<file path="src/verilog/cptd_defs.svh">
`ifndef CPTD_DEFS_SVH
`define CPTD_DEFS_SVH

// template and nested object tags
`define CPTD_TAG_TMPL 8'ha5
`define CPTD_TAG_CHAR 8'h80
`define CPTD_TAG_PWR 8'h81
`define CPTD_TAG_MAXSZ 8'h86
`define CPTD_TAG_SYSCMD 8'h87
`define CPTD_TAG_PLAT 8'h89
`define CPTD_TAG_LAST 8'h8b

// fixed object lengths and value limits
`define CPTD_LEN_CHAR 8'h01
`define CPTD_LEN_PWR 8'h03
`define CPTD_CONS_MAX 8'h3c
`define CPTD_BYTE_NONE 8'h00
`define CPTD_BYTE_FF 8'hff

// register offsets
`define CPTD_ADDR_CTRL 4'h0
`define CPTD_ADDR_STATUS 4'h1
`define CPTD_ADDR_CHAR 4'h2
`define CPTD_ADDR_PIDX 4'h3
`define CPTD_ADDR_PDATA 4'h4

// control field positions and reset values
`define CPTD_CTRL_GO_BIT 4
`define CPTD_CTRL_KIND_RST 3'h0
`define CPTD_PIDX_RST 2'h0

// seen-mask bit positions (tag minus 0x80)
`define CPTD_SEEN_CHAR 0
`define CPTD_SEEN_PWR 1
`define CPTD_SEEN_MAXSZ 6
`define CPTD_SEEN_SYSCMD 7

// power entry store
`define CPTD_PWR_DEPTH 4
`define CPTD_PWR_AW 2
`define CPTD_PWR_FULL 3'h4

`endif

</file>
<file path="src/verilog/cptd_pkg.sv">
package cptd_pkg;
   // parser states, gray along the usual path
   typedef enum logic [2:0] {
      CPTD_IDLE = 3'h0,
      CPTD_OTAG = 3'h1,
      CPTD_OLEN = 3'h3,
      CPTD_ITAG = 3'h2,
      CPTD_ILEN = 3'h6,
      CPTD_IVAL = 3'h7,
      CPTD_DONE = 3'h5,
      CPTD_ERR = 3'h4
   } cptd_state_e;

   // kind of file the template was returned for
   typedef enum logic [2:0] {
      CPTD_ROOT_FILE = 3'h0,
      CPTD_APPLICATION_FILE = 3'h1,
      CPTD_DIRECTORY_FILE = 3'h2,
      CPTD_ELEMENTARY_FILE = 3'h3,
      CPTD_ELEMENTARY_FILE_TLV = 3'h4
   } cptd_kind_e;

   typedef logic [23:0] cptd_entry_t;
endpackage

</file>
<file path="src/verilog/cptd_pwr_if.sv">
`timescale 1ns/1ns
interface cptd_pwr_if;
   logic wr_en;
   logic [1:0] wr_addr;
   cptd_pkg::cptd_entry_t wr_data;
   logic [1:0] rd_addr;
   cptd_pkg::cptd_entry_t rd_data;

   modport mem (input wr_en, input wr_addr, input wr_data, input rd_addr, output rd_data);
   modport user (output wr_en, output wr_addr, output wr_data, output rd_addr, input rd_data);
endinterface

</file>
<file path="src/verilog/cptd_chk.sv">
`timescale 1ns/1ns
`include "cptd_defs.svh"
module cptd_chk
   import cptd_pkg::*;
(
   // clock and reset
   input wire logic clk,
   input wire logic rst_n,
   // characteristics byte
   input wire logic [7:0] char_i,
   input wire logic valid_i,
   // decoded fields
   output logic [1:0] stop_mode_o,
   output logic [1:0] pref_o,
   output logic [3:0] volt_o,
   output logic rsv_err_o
);
   logic [1:0] stop_mode_next;
   logic [1:0] pref_next;
   logic [3:0] volt_next;
   logic rsv_next;

   // clock stop policy and supply classes
   always_comb begin
      pref_next = 2'h0;
      if (char_i[0]) begin
         stop_mode_next = 2'h3;
         pref_next = {char_i[3], char_i[2]};
      end else if (char_i[3:2] == 2'b01) begin
         stop_mode_next = 2'h1;
      end else if (char_i[3:2] == 2'b10) begin
         stop_mode_next = 2'h2;
      end else begin
         stop_mode_next = 2'h0;
      end
      volt_next = char_i[7:4];
      rsv_next = valid_i & char_i[1];
   end

   // register decoded view
   always_ff @(posedge clk or negedge rst_n) begin
      if (!rst_n) begin
         stop_mode_o <= 2'h0;
         pref_o <= 2'h0;
         volt_o <= 4'h0;
         rsv_err_o <= 1'b0;
      end else begin
         stop_mode_o <= stop_mode_next;
         pref_o <= pref_next;
         volt_o <= volt_next;
         rsv_err_o <= rsv_next;
      end
   end
endmodule

</file>
<file path="src/verilog/cptd_mem.sv">
`timescale 1ns/1ns
`include "cptd_defs.svh"
module cptd_mem
   import cptd_pkg::*;
(
   // clock
   input wire logic clk,
   // storage port
   cptd_pwr_if.mem pw
);
   cptd_entry_t mem_arr [`CPTD_PWR_DEPTH];
   cptd_entry_t rd_reg;

   // write in arrival order, registered read
   always_ff @(posedge clk) begin
      if (pw.wr_en) begin
         mem_arr[pw.wr_addr] <= pw.wr_data;
      end
      rd_reg <= mem_arr[pw.rd_addr];
   end

   assign pw.rd_data = rd_reg;
endmodule

</file>
<file path="src/verilog/cptd_top.sv">
// Local design decisions: the plain strobed port and the placing of the registers.
`timescale 1ns/1ns
`include "cptd_defs.svh"
module cptd_top
   import cptd_pkg::*;
(
   // clock and reset
   input wire logic clk,
   input wire logic rst_n,
   // register port
   input wire logic [3:0] reg_addr,
   input wire logic [31:0] reg_wdata,
   input wire logic reg_wr,
   input wire logic reg_rd,
   output logic [31:0] reg_rdata,
   // template byte stream
   input wire logic byte_valid,
   input wire logic [7:0] byte_data,
   // summary status
   output logic busy,
   output logic done,
   output logic error
);
   logic rst_s1_reg;
   logic rst_sync_n;
   cptd_state_e state_reg, state_next;
   cptd_kind_e kind_reg, kind_next;
   logic [7:0] rem_reg, rem_next;
   logic [7:0] vlen_reg, vlen_next;
   logic [7:0] tag_reg, tag_next;
   logic [11:0] seen_reg, seen_next;
   logic priv_reg, priv_next;
   logic efmt_reg, efmt_next;
   logic eord_reg, eord_next;
   logic epres_reg, epres_next;
   logic [7:0] char_reg, char_next;
   logic charv_reg, charv_next;
   cptd_entry_t pbuf_reg, pbuf_next;
   logic [2:0] pcnt_reg, pcnt_next;
   logic pw_en_reg, pw_en_next;
   logic [1:0] pw_addr_reg, pw_addr_next;
   cptd_entry_t pw_data_reg, pw_data_next;
   logic [1:0] pidx_reg, pidx_next;
   logic [31:0] rdata_next;
   logic busy_next, done_next, error_next;
   logic go;
   logic fin;
   logic [7:0] rem_less;
   logic [1:0] stop_mode;
   logic [1:0] pref;
   logic [3:0] volt;
   logic rsv_err;
   cptd_entry_t entry;
   cptd_pwr_if pw ();

   // standard nested tag 80..8B
   function automatic logic is_std(input logic [7:0] t);
      return (t >= `CPTD_TAG_CHAR) && (t <= `CPTD_TAG_LAST);
   endfunction

   // private tag: b8 and b7 both set
   function automatic logic is_private(input logic [7:0] t);
      return t[7:6] == 2'b11;
   endfunction

   // seen-mask position of a standard tag
   function automatic logic [3:0] tag_idx(input logic [7:0] t);
      return t[3:0];
   endfunction

   // reset: async assert, two-flop release
   always_ff @(posedge clk or negedge rst_n) begin
      if (!rst_n) begin
         rst_s1_reg <= 1'b0;
         rst_sync_n <= 1'b0;
      end else begin
         rst_s1_reg <= 1'b1;
         rst_sync_n <= rst_s1_reg;
      end
   end

   assign go = reg_wr && (reg_addr == `CPTD_ADDR_CTRL) && reg_wdata[`CPTD_CTRL_GO_BIT];
   assign rem_less = rem_reg - 8'h01;

   // template parser next state
   always_comb begin
      state_next = state_reg;
      kind_next = kind_reg;
      rem_next = rem_reg;
      vlen_next = vlen_reg;
      tag_next = tag_reg;
      seen_next = seen_reg;
      priv_next = priv_reg;
      efmt_next = efmt_reg;
      eord_next = eord_reg;
      epres_next = epres_reg;
      char_next = char_reg;
      charv_next = charv_reg;
      pbuf_next = pbuf_reg;
      pcnt_next = pcnt_reg;
      pw_en_next = 1'b0;
      pw_addr_next = pw_addr_reg;
      pw_data_next = pw_data_reg;
      fin = 1'b0;
      if (go) begin
         state_next = CPTD_OTAG;
         kind_next = cptd_kind_e'(reg_wdata[2:0]);
         seen_next = 12'h000;
         priv_next = 1'b0;
         efmt_next = 1'b0;
         eord_next = 1'b0;
         epres_next = 1'b0;
         charv_next = 1'b0;
         pcnt_next = 3'h0;
         tag_next = 8'h00;
      end else if (byte_valid) begin
         case (state_reg)
            CPTD_OTAG: begin
               if (byte_data == `CPTD_TAG_TMPL) begin
                  state_next = CPTD_OLEN;
               end else begin
                  efmt_next = 1'b1;
                  state_next = CPTD_ERR;
               end
            end
            CPTD_OLEN: begin
               rem_next = byte_data;
               if (byte_data[7]) begin
                  efmt_next = 1'b1;
                  state_next = CPTD_ERR;
               end else if (byte_data == 8'h00) begin
                  fin = 1'b1;
               end else begin
                  state_next = CPTD_ITAG;
               end
            end
            CPTD_ITAG: begin
               rem_next = rem_less;
               tag_next = byte_data;
               if (rem_reg == 8'h01) begin
                  efmt_next = 1'b1;
                  state_next = CPTD_ERR;
               end else begin
                  state_next = CPTD_ILEN;
               end
               if (is_private(byte_data)) begin
                  priv_next = 1'b1;
               end else begin
                  if (priv_reg) begin
                     eord_next = 1'b1;
                  end
                  if (is_std(byte_data)) begin
                     if (seen_reg[tag_idx(byte_data)] && byte_data != tag_reg) begin
                        eord_next = 1'b1;
                     end
                     seen_next[tag_idx(byte_data)] = 1'b1;
                  end
                  if (byte_data == `CPTD_TAG_PWR && kind_reg != CPTD_APPLICATION_FILE) begin
                     epres_next = 1'b1;
                  end
                  if (byte_data >= `CPTD_TAG_PLAT && byte_data <= `CPTD_TAG_LAST
                      && kind_reg != CPTD_ROOT_FILE) begin
                     epres_next = 1'b1;
                  end
                  if (byte_data == `CPTD_TAG_MAXSZ && kind_reg != CPTD_ELEMENTARY_FILE_TLV) begin
                     epres_next = 1'b1;
                  end
               end
            end
            CPTD_ILEN: begin
               rem_next = rem_less;
               vlen_next = byte_data;
               if (byte_data[7] || byte_data > rem_less) begin
                  efmt_next = 1'b1;
                  state_next = CPTD_ERR;
               end else if ((tag_reg == `CPTD_TAG_CHAR && byte_data != `CPTD_LEN_CHAR)
                  || (tag_reg == `CPTD_TAG_PWR && byte_data != `CPTD_LEN_PWR)) begin
                  efmt_next = 1'b1;
                  state_next = CPTD_ERR;
               end else if (byte_data == 8'h00) begin
                  if (rem_less == 8'h00) begin
                     fin = 1'b1;
                  end else begin
                     state_next = CPTD_ITAG;
                  end
               end else begin
                  state_next = CPTD_IVAL;
               end
            end
            CPTD_IVAL: begin
               rem_next = rem_less;
               vlen_next = vlen_reg - 8'h01;
               pbuf_next = {pbuf_reg[15:0], byte_data};
               if (tag_reg == `CPTD_TAG_CHAR) begin
                  char_next = byte_data;
                  charv_next = 1'b1;
               end
               if (vlen_reg == 8'h01) begin
                  if (tag_reg == `CPTD_TAG_PWR && pcnt_reg != `CPTD_PWR_FULL) begin
                     pw_en_next = 1'b1;
                     pw_addr_next = pcnt_reg[1:0];
                     pw_data_next = {pbuf_reg[15:0], byte_data};
                     pcnt_next = pcnt_reg + 3'h1;
                  end
                  if (rem_reg == 8'h01) begin
                     fin = 1'b1;
                  end else begin
                     state_next = CPTD_ITAG;
                  end
               end
            end
            default: begin
               state_next = state_reg;
            end
         endcase
         if (fin) begin
            state_next = CPTD_DONE;
            if (kind_reg == CPTD_ROOT_FILE && (!seen_next[`CPTD_SEEN_CHAR]
                || !seen_next[`CPTD_SEEN_SYSCMD])) begin
               epres_next = 1'b1;
            end
         end
      end
      busy_next = (state_next != CPTD_IDLE) && (state_next != CPTD_DONE)
         && (state_next != CPTD_ERR);
      done_next = (state_next == CPTD_DONE) || (state_next == CPTD_ERR);
      error_next = efmt_next | eord_next | epres_next | rsv_err;
   end

   // parser registers
   always_ff @(posedge clk or negedge rst_sync_n) begin
      if (!rst_sync_n) begin
         state_reg <= CPTD_IDLE;
         kind_reg <= cptd_kind_e'(`CPTD_CTRL_KIND_RST);
         rem_reg <= 8'h00;
         vlen_reg <= 8'h00;
         tag_reg <= 8'h00;
         seen_reg <= 12'h000;
         priv_reg <= 1'b0;
         efmt_reg <= 1'b0;
         eord_reg <= 1'b0;
         epres_reg <= 1'b0;
         char_reg <= 8'h00;
         charv_reg <= 1'b0;
         pbuf_reg <= 24'h00_0000;
         pcnt_reg <= 3'h0;
         pw_en_reg <= 1'b0;
         pw_addr_reg <= 2'h0;
         pw_data_reg <= 24'h00_0000;
         busy <= 1'b0;
         done <= 1'b0;
         error <= 1'b0;
      end else begin
         state_reg <= state_next;
         kind_reg <= kind_next;
         rem_reg <= rem_next;
         vlen_reg <= vlen_next;
         tag_reg <= tag_next;
         seen_reg <= seen_next;
         priv_reg <= priv_next;
         efmt_reg <= efmt_next;
         eord_reg <= eord_next;
         epres_reg <= epres_next;
         char_reg <= char_next;
         charv_reg <= charv_next;
         pbuf_reg <= pbuf_next;
         pcnt_reg <= pcnt_next;
         pw_en_reg <= pw_en_next;
         pw_addr_reg <= pw_addr_next;
         pw_data_reg <= pw_data_next;
         busy <= busy_next;
         done <= done_next;
         error <= error_next;
      end
   end

   // power entry store hookup
   assign pw.wr_en = pw_en_reg;
   assign pw.wr_addr = pw_addr_reg;
   assign pw.wr_data = pw_data_reg;
   assign pw.rd_addr = pidx_reg;
   assign entry = pw.rd_data;

   cptd_mem u_mem (
      .clk(clk),
      .pw(pw)
   );

   cptd_chk u_chk (
      .clk(clk),
      .rst_n(rst_sync_n),
      .char_i(char_reg),
      .valid_i(charv_reg),
      .stop_mode_o(stop_mode),
      .pref_o(pref),
      .volt_o(volt),
      .rsv_err_o(rsv_err)
   );

   // register read mux and index write
   always_comb begin
      pidx_next = pidx_reg;
      if (reg_wr && reg_addr == `CPTD_ADDR_PIDX) begin
         pidx_next = reg_wdata[1:0];
      end
      rdata_next = 32'h0000_0000;
      if (reg_rd) begin
         case (reg_addr)
            `CPTD_ADDR_CTRL: rdata_next = {29'h0000_0000, kind_reg};
            `CPTD_ADDR_STATUS: rdata_next = {21'h00_0000, pcnt_reg, 1'b0, priv_reg,
               rsv_err, epres_reg, eord_reg, efmt_reg, done, busy};
            `CPTD_ADDR_CHAR: rdata_next = {15'h0000, volt, pref, stop_mode, charv_reg,
               char_reg};
            `CPTD_ADDR_PIDX: rdata_next = {30'h0000_0000, pidx_reg};
            `CPTD_ADDR_PDATA: rdata_next = {6'h00,
               entry[7:0] != `CPTD_BYTE_FF,
               entry[15:8] != `CPTD_BYTE_NONE && entry[15:8] <= `CPTD_CONS_MAX,
               entry[23:16], 2'b00, entry[13:8], entry[7:0]};
            default: rdata_next = 32'h0000_0000;
         endcase
      end
   end

   // register port flops
   always_ff @(posedge clk or negedge rst_sync_n) begin
      if (!rst_sync_n) begin
         pidx_reg <= `CPTD_PIDX_RST;
         reg_rdata <= 32'h0000_0000;
      end else begin
         pidx_reg <= pidx_next;
         reg_rdata <= rdata_next;
      end
   end
endmodule
</file>
<file path="config.mk">
export PLATFORM = sky130hd
export DESIGN_NAME = cptd_top
export DESIGN_NICKNAME = d
export VERILOG_FILES = /design/src/verilog/cptd_pkg.sv /design/src/verilog/cptd_pwr_if.sv /design/src/verilog/cptd_chk.sv /design/src/verilog/cptd_mem.sv /design/src/verilog/cptd_top.sv
export VERILOG_INCLUDE_DIRS = /design/src /design/src/verilog
export SDC_FILE = /design/constraint.sdc
export NUM_CORES = 1
export LEC_CHECK = 0
export ABC_AREA = 0
export BUFFER_PORTS_ARGS = -buffer_cell sky130_fd_sc_hd__buf_2
export CORE_AREA = 2 2 131 133
export CTS_BUF_LIST = sky130_fd_sc_hd__clkbuf_2 sky130_fd_sc_hd__clkbuf_4 sky130_fd_sc_hd__clkbuf_8
export CTS_CLUSTER_SIZE = 28
export DETAILED_ROUTE_END_ITERATION = 8
export DIE_AREA = 0 0 133 135
export PLACE_DENSITY = 0.84
export SKIP_CTS_REPAIR_TIMING = 1
export SYNTH_ARGS = -nofsm -noshare
export SYNTH_HDL_FRONTEND = slang
export SYNTH_SLANG_ARGS = --single-unit
</file>
<file path="constraint.sdc">
create_clock -name clk -period 9.4 [get_ports clk]
set_input_delay 0.47 -clock clk [delete_from_list [all_inputs] [get_ports clk]]
set_output_delay 0.47 -clock clk [all_outputs]
set_load 0.01 [all_outputs]
</file>
==> results of run 1 <==
-- worst register-to-register path, delay by kind of cell (launching register included) --
family                     cells  cell delay, ps
and+or+nand+nor                5            1740
xor gates and xnor gates       1             180
AOI/OAI and AO/OA              4            1150
adders and majority gates      1             270
DFF                            1             420
-- through the flow --
step	std cells	setup WS [ps]	hold slack, ps
floorplan	865	5120	174
global placement	1091	5610	260
detailed placement	1091	5580	260
CTS	1165	5530	-314
global route	1166	5380	140
finish	1166	5510	133
-- kinds of logic after synthesis --
| kind of cell | after synthesis |
|---|---|
| simple gates | 303 |
| flops | 263 |
| compound gates | 138 |
| buf+inv | 68 |
| mux | 54 |
| xor+xnor | 17 |
| fa+ha+maj | 15 |
| other cells | 2 |
-- layout make-up --
cell class	instances	area, sq um	area share
Sequential cell	263	6950	0.576
Timing Repair Buffer	61	338	0.0280
Clock inverter	18	105	0.00872
Inverter	14	52.6	0.00436
Multi-Input combinational cell	534	3660	0.303
Tap cell	220	275	0.0228
Clock buffer	56	683	0.0567
-- metal layers --
metal / GRT usage / up-vias / share of wire
met5: 0 / - / 0
met1: 0.365 / 3536 / 0.40
met2: 0.461 / 353 / 0.50
met4: 0.0860 / 0 / 0.021
met3: 0.0634 / 45 / 0.081
li1: - / 3229 / -
-- report_power, final --
| group | internal [mW] | switching (mW) |
|---|---|---|
| sequential | 1.26 | 0.101 |
| combinational | 0.209 | 0.263 |
| clock | 0.479 | 0.440 |
-- worst min-delay path by stage --
stage                  from     endpoint  slack, ps
3_5_place_dp          rst_n   rst_s1_reg        260
5_1_grt        reg_wdata[1]  kind_reg[1]        140
3_3_place_gp          rst_n   rst_s1_reg        260
2_1_floorplan         rst_n   rst_s1_reg        170
4_1_cts               rst_n   rst_sync_n       -310
6_report       reg_wdata[1]  kind_reg[1]        130
-- placed cells by master, fill, tap and decap left out, types with 24 or more instances in the layout --
cell type  synthesis  final
dfrtp_1          143    142
nand2_1          131    131
edfxtp_1          96     96
nor2_1            68     67
buf_2             14     49
clkbuf_8           0     42
o21ai_0           37     37
a21oi_1           37     37
mux4_2            27     27
mux2_2            24     24
dfxtp_1           24     24
==> impl_results.md, run 1 <==
- Worst r2r src: rem_reg[2]
- Minimum clock period: 3890 ps
- Number of max-cap violations: 0
- DRT iter0 DRCs: 774
- Crit-path slowest cell: a221oi_2
- Mean Syn Cell Area: 12.6 sq um
- Die Y: 135 um
- Ys Warns: 0
- Pwr per Cell Area: 228 mW/mm^2
- Leakage power: 5.08 nW
- Core Util, Final: 0.735
- Ranking of synthesized cells by area: dfrtp_1 (33%), edfxtp_1 (27%), mux4_2 (5.6%)
- First-pass GRT wire length: 37.9 mm
- CTS tree: done
- RSZ-0062 raised after global routing: false
- HPWL after DPL: 14.7 mm
- Tightest Pin Transition: 1190 ps
- Post-synth EDFFs: 96
- CP startpoint kind: flop
- Worst hold path type: input port to flop
- Die Wd: 133 um
- Sink Count: 263
- Crit path depth: 11
- Layout cells sized above 1: 0.211
- Drt first pass iters: 5
- Dominant cell type by area after synthesis: dfrtp_1
- Top-count cell post-synth: dfrtp_1
- Placement Cell Area: 0.0113 sq mm
- Top Registers: u_mem.mem_arr: 96 flops, reg_rdata: 26 flops
- Die area: 0.0180 sq mm
- CP bufs+invs: 0
- FFs w/ async S/R, synth: 0.544
- Yosys reg bits: 263
- CTS max path bufs: 3
- Initial core utilization: 0.663
- Area added between synthesis and finish: 10.9%
- Slew Limit Fails: 0
- CP max stage delay: 500 ps
- VDD IR max: 0.000174 V
- Crit path max-delay family: simple AND/OR/NAND/NOR gates
- Total track usage: 0.275
- Core region area: 0.0164 sq mm
- Worst-path clk slew: 60 ps
- # IOs: 84
- Post-route DRC violation count: 0
- Post-Synth Simple-Gate Area: 0.136
- Status: complete, no violations
- H-tree levels: 2
- Clock Skew: 42.5 ps
- Total gr overflow: 0
- Register area share after synthesis: 0.639
- Finish-stage setup viols: 0
- Skew-Pair Late Insertion Delay: 570 ps
- CP Capture Type: flop
- Final count of hold timing violations: 0
- Post-Syn Area: 0.0109 sq mm
- CP arrival: 4290 ps
- Clock Tree Root: clkbuf_8
- Slew margin rel.: 0.204
- Filler cells: 1022
- Netlist cell types: 69
- Initial antenna violation count: 0
- Largest family of logic cells by synthesized area: simple AND/OR/NAND/NOR gates
- Top-area cell type share of the netlist area: 0.329
- IO Port Bufs: 49
- Worst R2R Setup Slack: 5510 ps
- Main synth FF type: dfrtp_1
- Nets@finish: 979
- Required @ worst endpoint: 9800 ps
- Synth Instances: 860
- Most used cell, CP: or3_1
- R2R cell count: 11
- Setup TNS: 0 ps
- Num CTS Buffers: 41
- Total Power: 2.75 mW
- Diodes inserted: 0
- Reg2Reg Capture Point: error
- Post-route ant nets: 0
- Top post-synthesis cells by count: dfrtp_1 (143), nand2_1 (131), edfxtp_1 (96)
- Drt total wl: 23.7 mm
- Hold Path Depth: 3
- CP cell instances: or3_1 -> or3_1 -> nor3_1 -> xnor2_1 -> ha_1 -> and4_1 -> o31a_1 -> a221oi_2 -> a21oi_1 -> o21a_1 -> or4_1
- Max FO, Critical Path: 6
- Routability cong.: 0.842
- Finished Cell Area: 0.0121 sq mm
- Vias per cell: 6.14
- Compound-Gate Fraction of Synth Area: 0.0814
- Vias in the first global route: 7070
- Final period util: 0.414
- Mux contribution to synthesized area: 0.0836
- Largest reg by FF count: u_mem.mem_arr
- Largest net degree at the start of global routing: 58
- Critical Path End: error
- Rows: 47
- Start point of the critical path: rem_reg[2]
- Via count: 7163
- Synth Area in Adders: 0.0173
- Max reg flops: 96
- Avg WL per Cell: 20.3 um
- XOR/XNOR Fraction of Synth Area: 0.0137
- Setup CP Type: flop to flop
- F_max: 257 MHz
Power figures use the tool's default switching activity.
==> run 2, diff against run 1 <==
--- a/config.mk
+++ b/config.mk
@@ -8,12 +8,12 @@
 export LEC_CHECK = 0
 export ABC_AREA = 0
 export BUFFER_PORTS_ARGS = -buffer_cell sky130_fd_sc_hd__buf_2
-export CORE_AREA = 2 2 131 133
+export CORE_AREA = 2 2 143 145
 export CTS_BUF_LIST = sky130_fd_sc_hd__clkbuf_2 sky130_fd_sc_hd__clkbuf_4 sky130_fd_sc_hd__clkbuf_8
 export CTS_CLUSTER_SIZE = 28
 export DETAILED_ROUTE_END_ITERATION = 8
-export DIE_AREA = 0 0 133 135
-export PLACE_DENSITY = 0.84
+export DIE_AREA = 0 0 145 147
+export PLACE_DENSITY = 0.75
 export SKIP_CTS_REPAIR_TIMING = 1
 export SYNTH_ARGS = -nofsm -noshare
 export SYNTH_HDL_FRONTEND = slang
==> constraint.sdc (replaced) <==
create_clock -name clk -period 3.4 [get_ports clk]
set_input_delay 0.17 -clock clk [delete_from_list [all_inputs] [get_ports clk]]
set_output_delay 0.17 -clock clk [all_outputs]
set_load 0.01 [all_outputs]
==> impl_results.md, run 2 (same netlist as run 1, synthesis figures left out) <==
- Finish-stage setup viols: 2 (+2)
- Largest reg by FF count: u_mem.mem_arr
- Clock Tree Root: clkbuf_8
- CP Capture Type: flop
- Filler cells: 1455 (+42%)
- Drt first pass iters: 5 (unchanged)
- First-pass GRT wire length: 37.3 mm (-1.5%)
- Final count of hold timing violations: 0 (unchanged)
- Hold Path Depth: 3 (unchanged)
- Failing checks: setup timing
- Final period util: 1.03 (+0.612)
- Routability cong.: 0.855 (+1.5%)
- Required @ worst endpoint: 3830 ps (-5970 ps)
- Rows: 52 (+11%)
- HPWL after DPL: 14.7 mm (about the same)
- CP startpoint kind: flop
- Hold Path End: reg_rdata[0]
- Hold path start: reg_addr[0]
- Status: finished, violations left
- Vias per cell: 5.71 (-7.1%)
- Reg2Reg Capture Point: error
- Die Wd: 145 um (+9.0%)
- Total gr overflow: 0 (unchanged)
- Slew margin rel.: 0.427 (+0.223)
- Post-route ant nets: 0 (unchanged)
- # IOs: 84 (unchanged)
- CTS max path bufs: 3 (unchanged)
- Total track usage: 0.224 (-0.0510)
- VDD IR max: 0.000248 V (+42%)
- Worst hold path type: input port to flop
- H-tree levels: 2 (unchanged)
- DRT iter0 DRCs: 593 (-23%)
- Sink Count: 263 (unchanged)
- Layout Cells excl Fill: 1243 (+6.6%)
- Nets@finish: 1003 (+2.5%)
- Most common cell after layout, fill and taps aside: dfrtp_1
- Minimum clock period: 3490 ps (-404 ps)
- Core Util, Final: 0.628 (-0.107)
- Drt total wl: 23.3 mm (-1.7%)
- Diodes inserted: 0 (unchanged)
- Setup CP Type: flop to flop
- F_max: 287 MHz (+12%)
- Core region area: 0.0198 sq mm (+21%)
- Via count: 7097 (-0.92%)
- Max reg flops: 96 (unchanged)
- Tightest Pin Transition: 857 ps (-333 ps)
- Top Registers: u_mem.mem_arr: 96 flops, reg_rdata: 26 flops
- Placed cells: 1157 (+6.0%)
- Area added between synthesis and finish: 14.6%
- IO Port Bufs: 49 (unchanged)
- Worst R2R Setup Slack: -90 ps (-5600 ps)
- R2R cell count: 11 (unchanged)
- Pwr per Cell Area: 636 mW/mm^2 (+180%)
- Worst-path clk slew: 60 ps (about the same)
- Leakage power: 5.24 nW (+3.2%)
- Post-route DRC violation count: 0 (unchanged)
- Avg WL per Cell: 18.7 um (-7.8%)
- Number of max-cap violations: 0 (unchanged)
- Die Y: 147 um (+8.9%)
- Die area: 0.0213 sq mm (+19%)
- Num CTS Buffers: 42 (+2.4%)
- Clock Skew: 29.6 ps (-12.9 ps)
- Vias in the first global route: 6963 (-1.5%)
- Setup TNS: -131 ps (-131 ps)
- Slew Limit Fails: 0 (unchanged)
- CTS tree: done
- Skew-Pair Late Insertion Delay: 550 ps (-20 ps)
- Max FO, Critical Path: 5 (-1)
- Most frequent cells in the layout: dfrtp_1 (142), nand2_1 (131), edfxtp_1 (96)
- CP arrival: 3920 ps (-370 ps)
- Largest net degree at the start of global routing: 142 (+140%)
- Setup ws final: -89.1 ps (-5600 ps)
- Initial core utilization: 0.548 (-0.115)
- Initial antenna violation count: 0 (unchanged)
- Layout cells sized above 1: 0.229 (+0.0178)
- Worst r2r src: rem_reg[1]
- RSZ-0062 raised after global routing: true
==> run 2: cell types whose count changed in the layout (fill, tap and decap cells not counted), sizes merged <==
cell | before | now
clkinv | 15 | 12
clkbuf | 56 | 65
inv | 16 | 15
clkinvlp | 1 | 0
dlygate4sd3 | 1 | 8
buf | 60 | 76
==> run 2: cell type report <==
type                            instances  area (sq um)  area share
Clock buffer                           65           795      0.0638
Sequential cell                       263          6950       0.558
Multi-Input combinational cell        534          3690       0.296
Timing Repair Buffer                   84           553      0.0444
Inverter                               14          52.6     0.00422
Clock inverter                         13          82.6     0.00663
Tap cell                              270           338      0.0271
==> run 2: worst max-delay path by stage <==
| stage | end | start | depth (start not counted) | slack (ps) |
|---|---|---|---|---|
| detailed placement | error | rem_reg[1] | 11 | -50 |
| CTS | error | rem_reg[1] | 11 | -60 |
| floorplan | error | rem_reg[2] | 11 | 30 |
| global placement | error | rem_reg[1] | 11 | -20 |
| finish | error | rem_reg[1] | 11 | -90 |
| global route | error | rem_reg[1] | 11 | -180 |
==> run 2: metal layers <==
metal,up-vias,GRT usage,wire (um)
li1,3268,-,-
met1,3505,0.324,10600
met2,283,0.345,10700
met3,41,0.0407,1480
met4,0,0.0837,569
met5,-,0,0
==> run 2: critical path, cell delays in order, from the launching register on <==
cell	delay (ps)
dfrtp_1	370
or3_4	420
or3_4	340
nor3_2	130
xnor2_1	170
ha_1	270
and4_1	230
o31a_1	280
a221oi_4	350
a21oi_1	120
o21a_1	190
or4_1	490
==> run 2: per-stage QoR <==
step	power (mW)	worst slack (ps)	area [sq um]	hold WS [ps]
after floorplan	4.83	34.3	10900	-126
after global placement	5.21	-17.5	11500	-45.9
after detailed placement	5.24	-53.3	11500	-39.7
after CTS	7.96	-64.8	12400	-635
after global routing	8.32	-179	12500	1.81
final	7.92	-89.1	12500	2.01
==> run 2: report_power, final <==
group	total (mW)	switching [mW]	internal [mW]	leakage, nW
clock	2.71	1.21	1.50	0.467
sequential	3.75	0.268	3.49	2.94
combinational	1.46	0.792	0.664	1.84
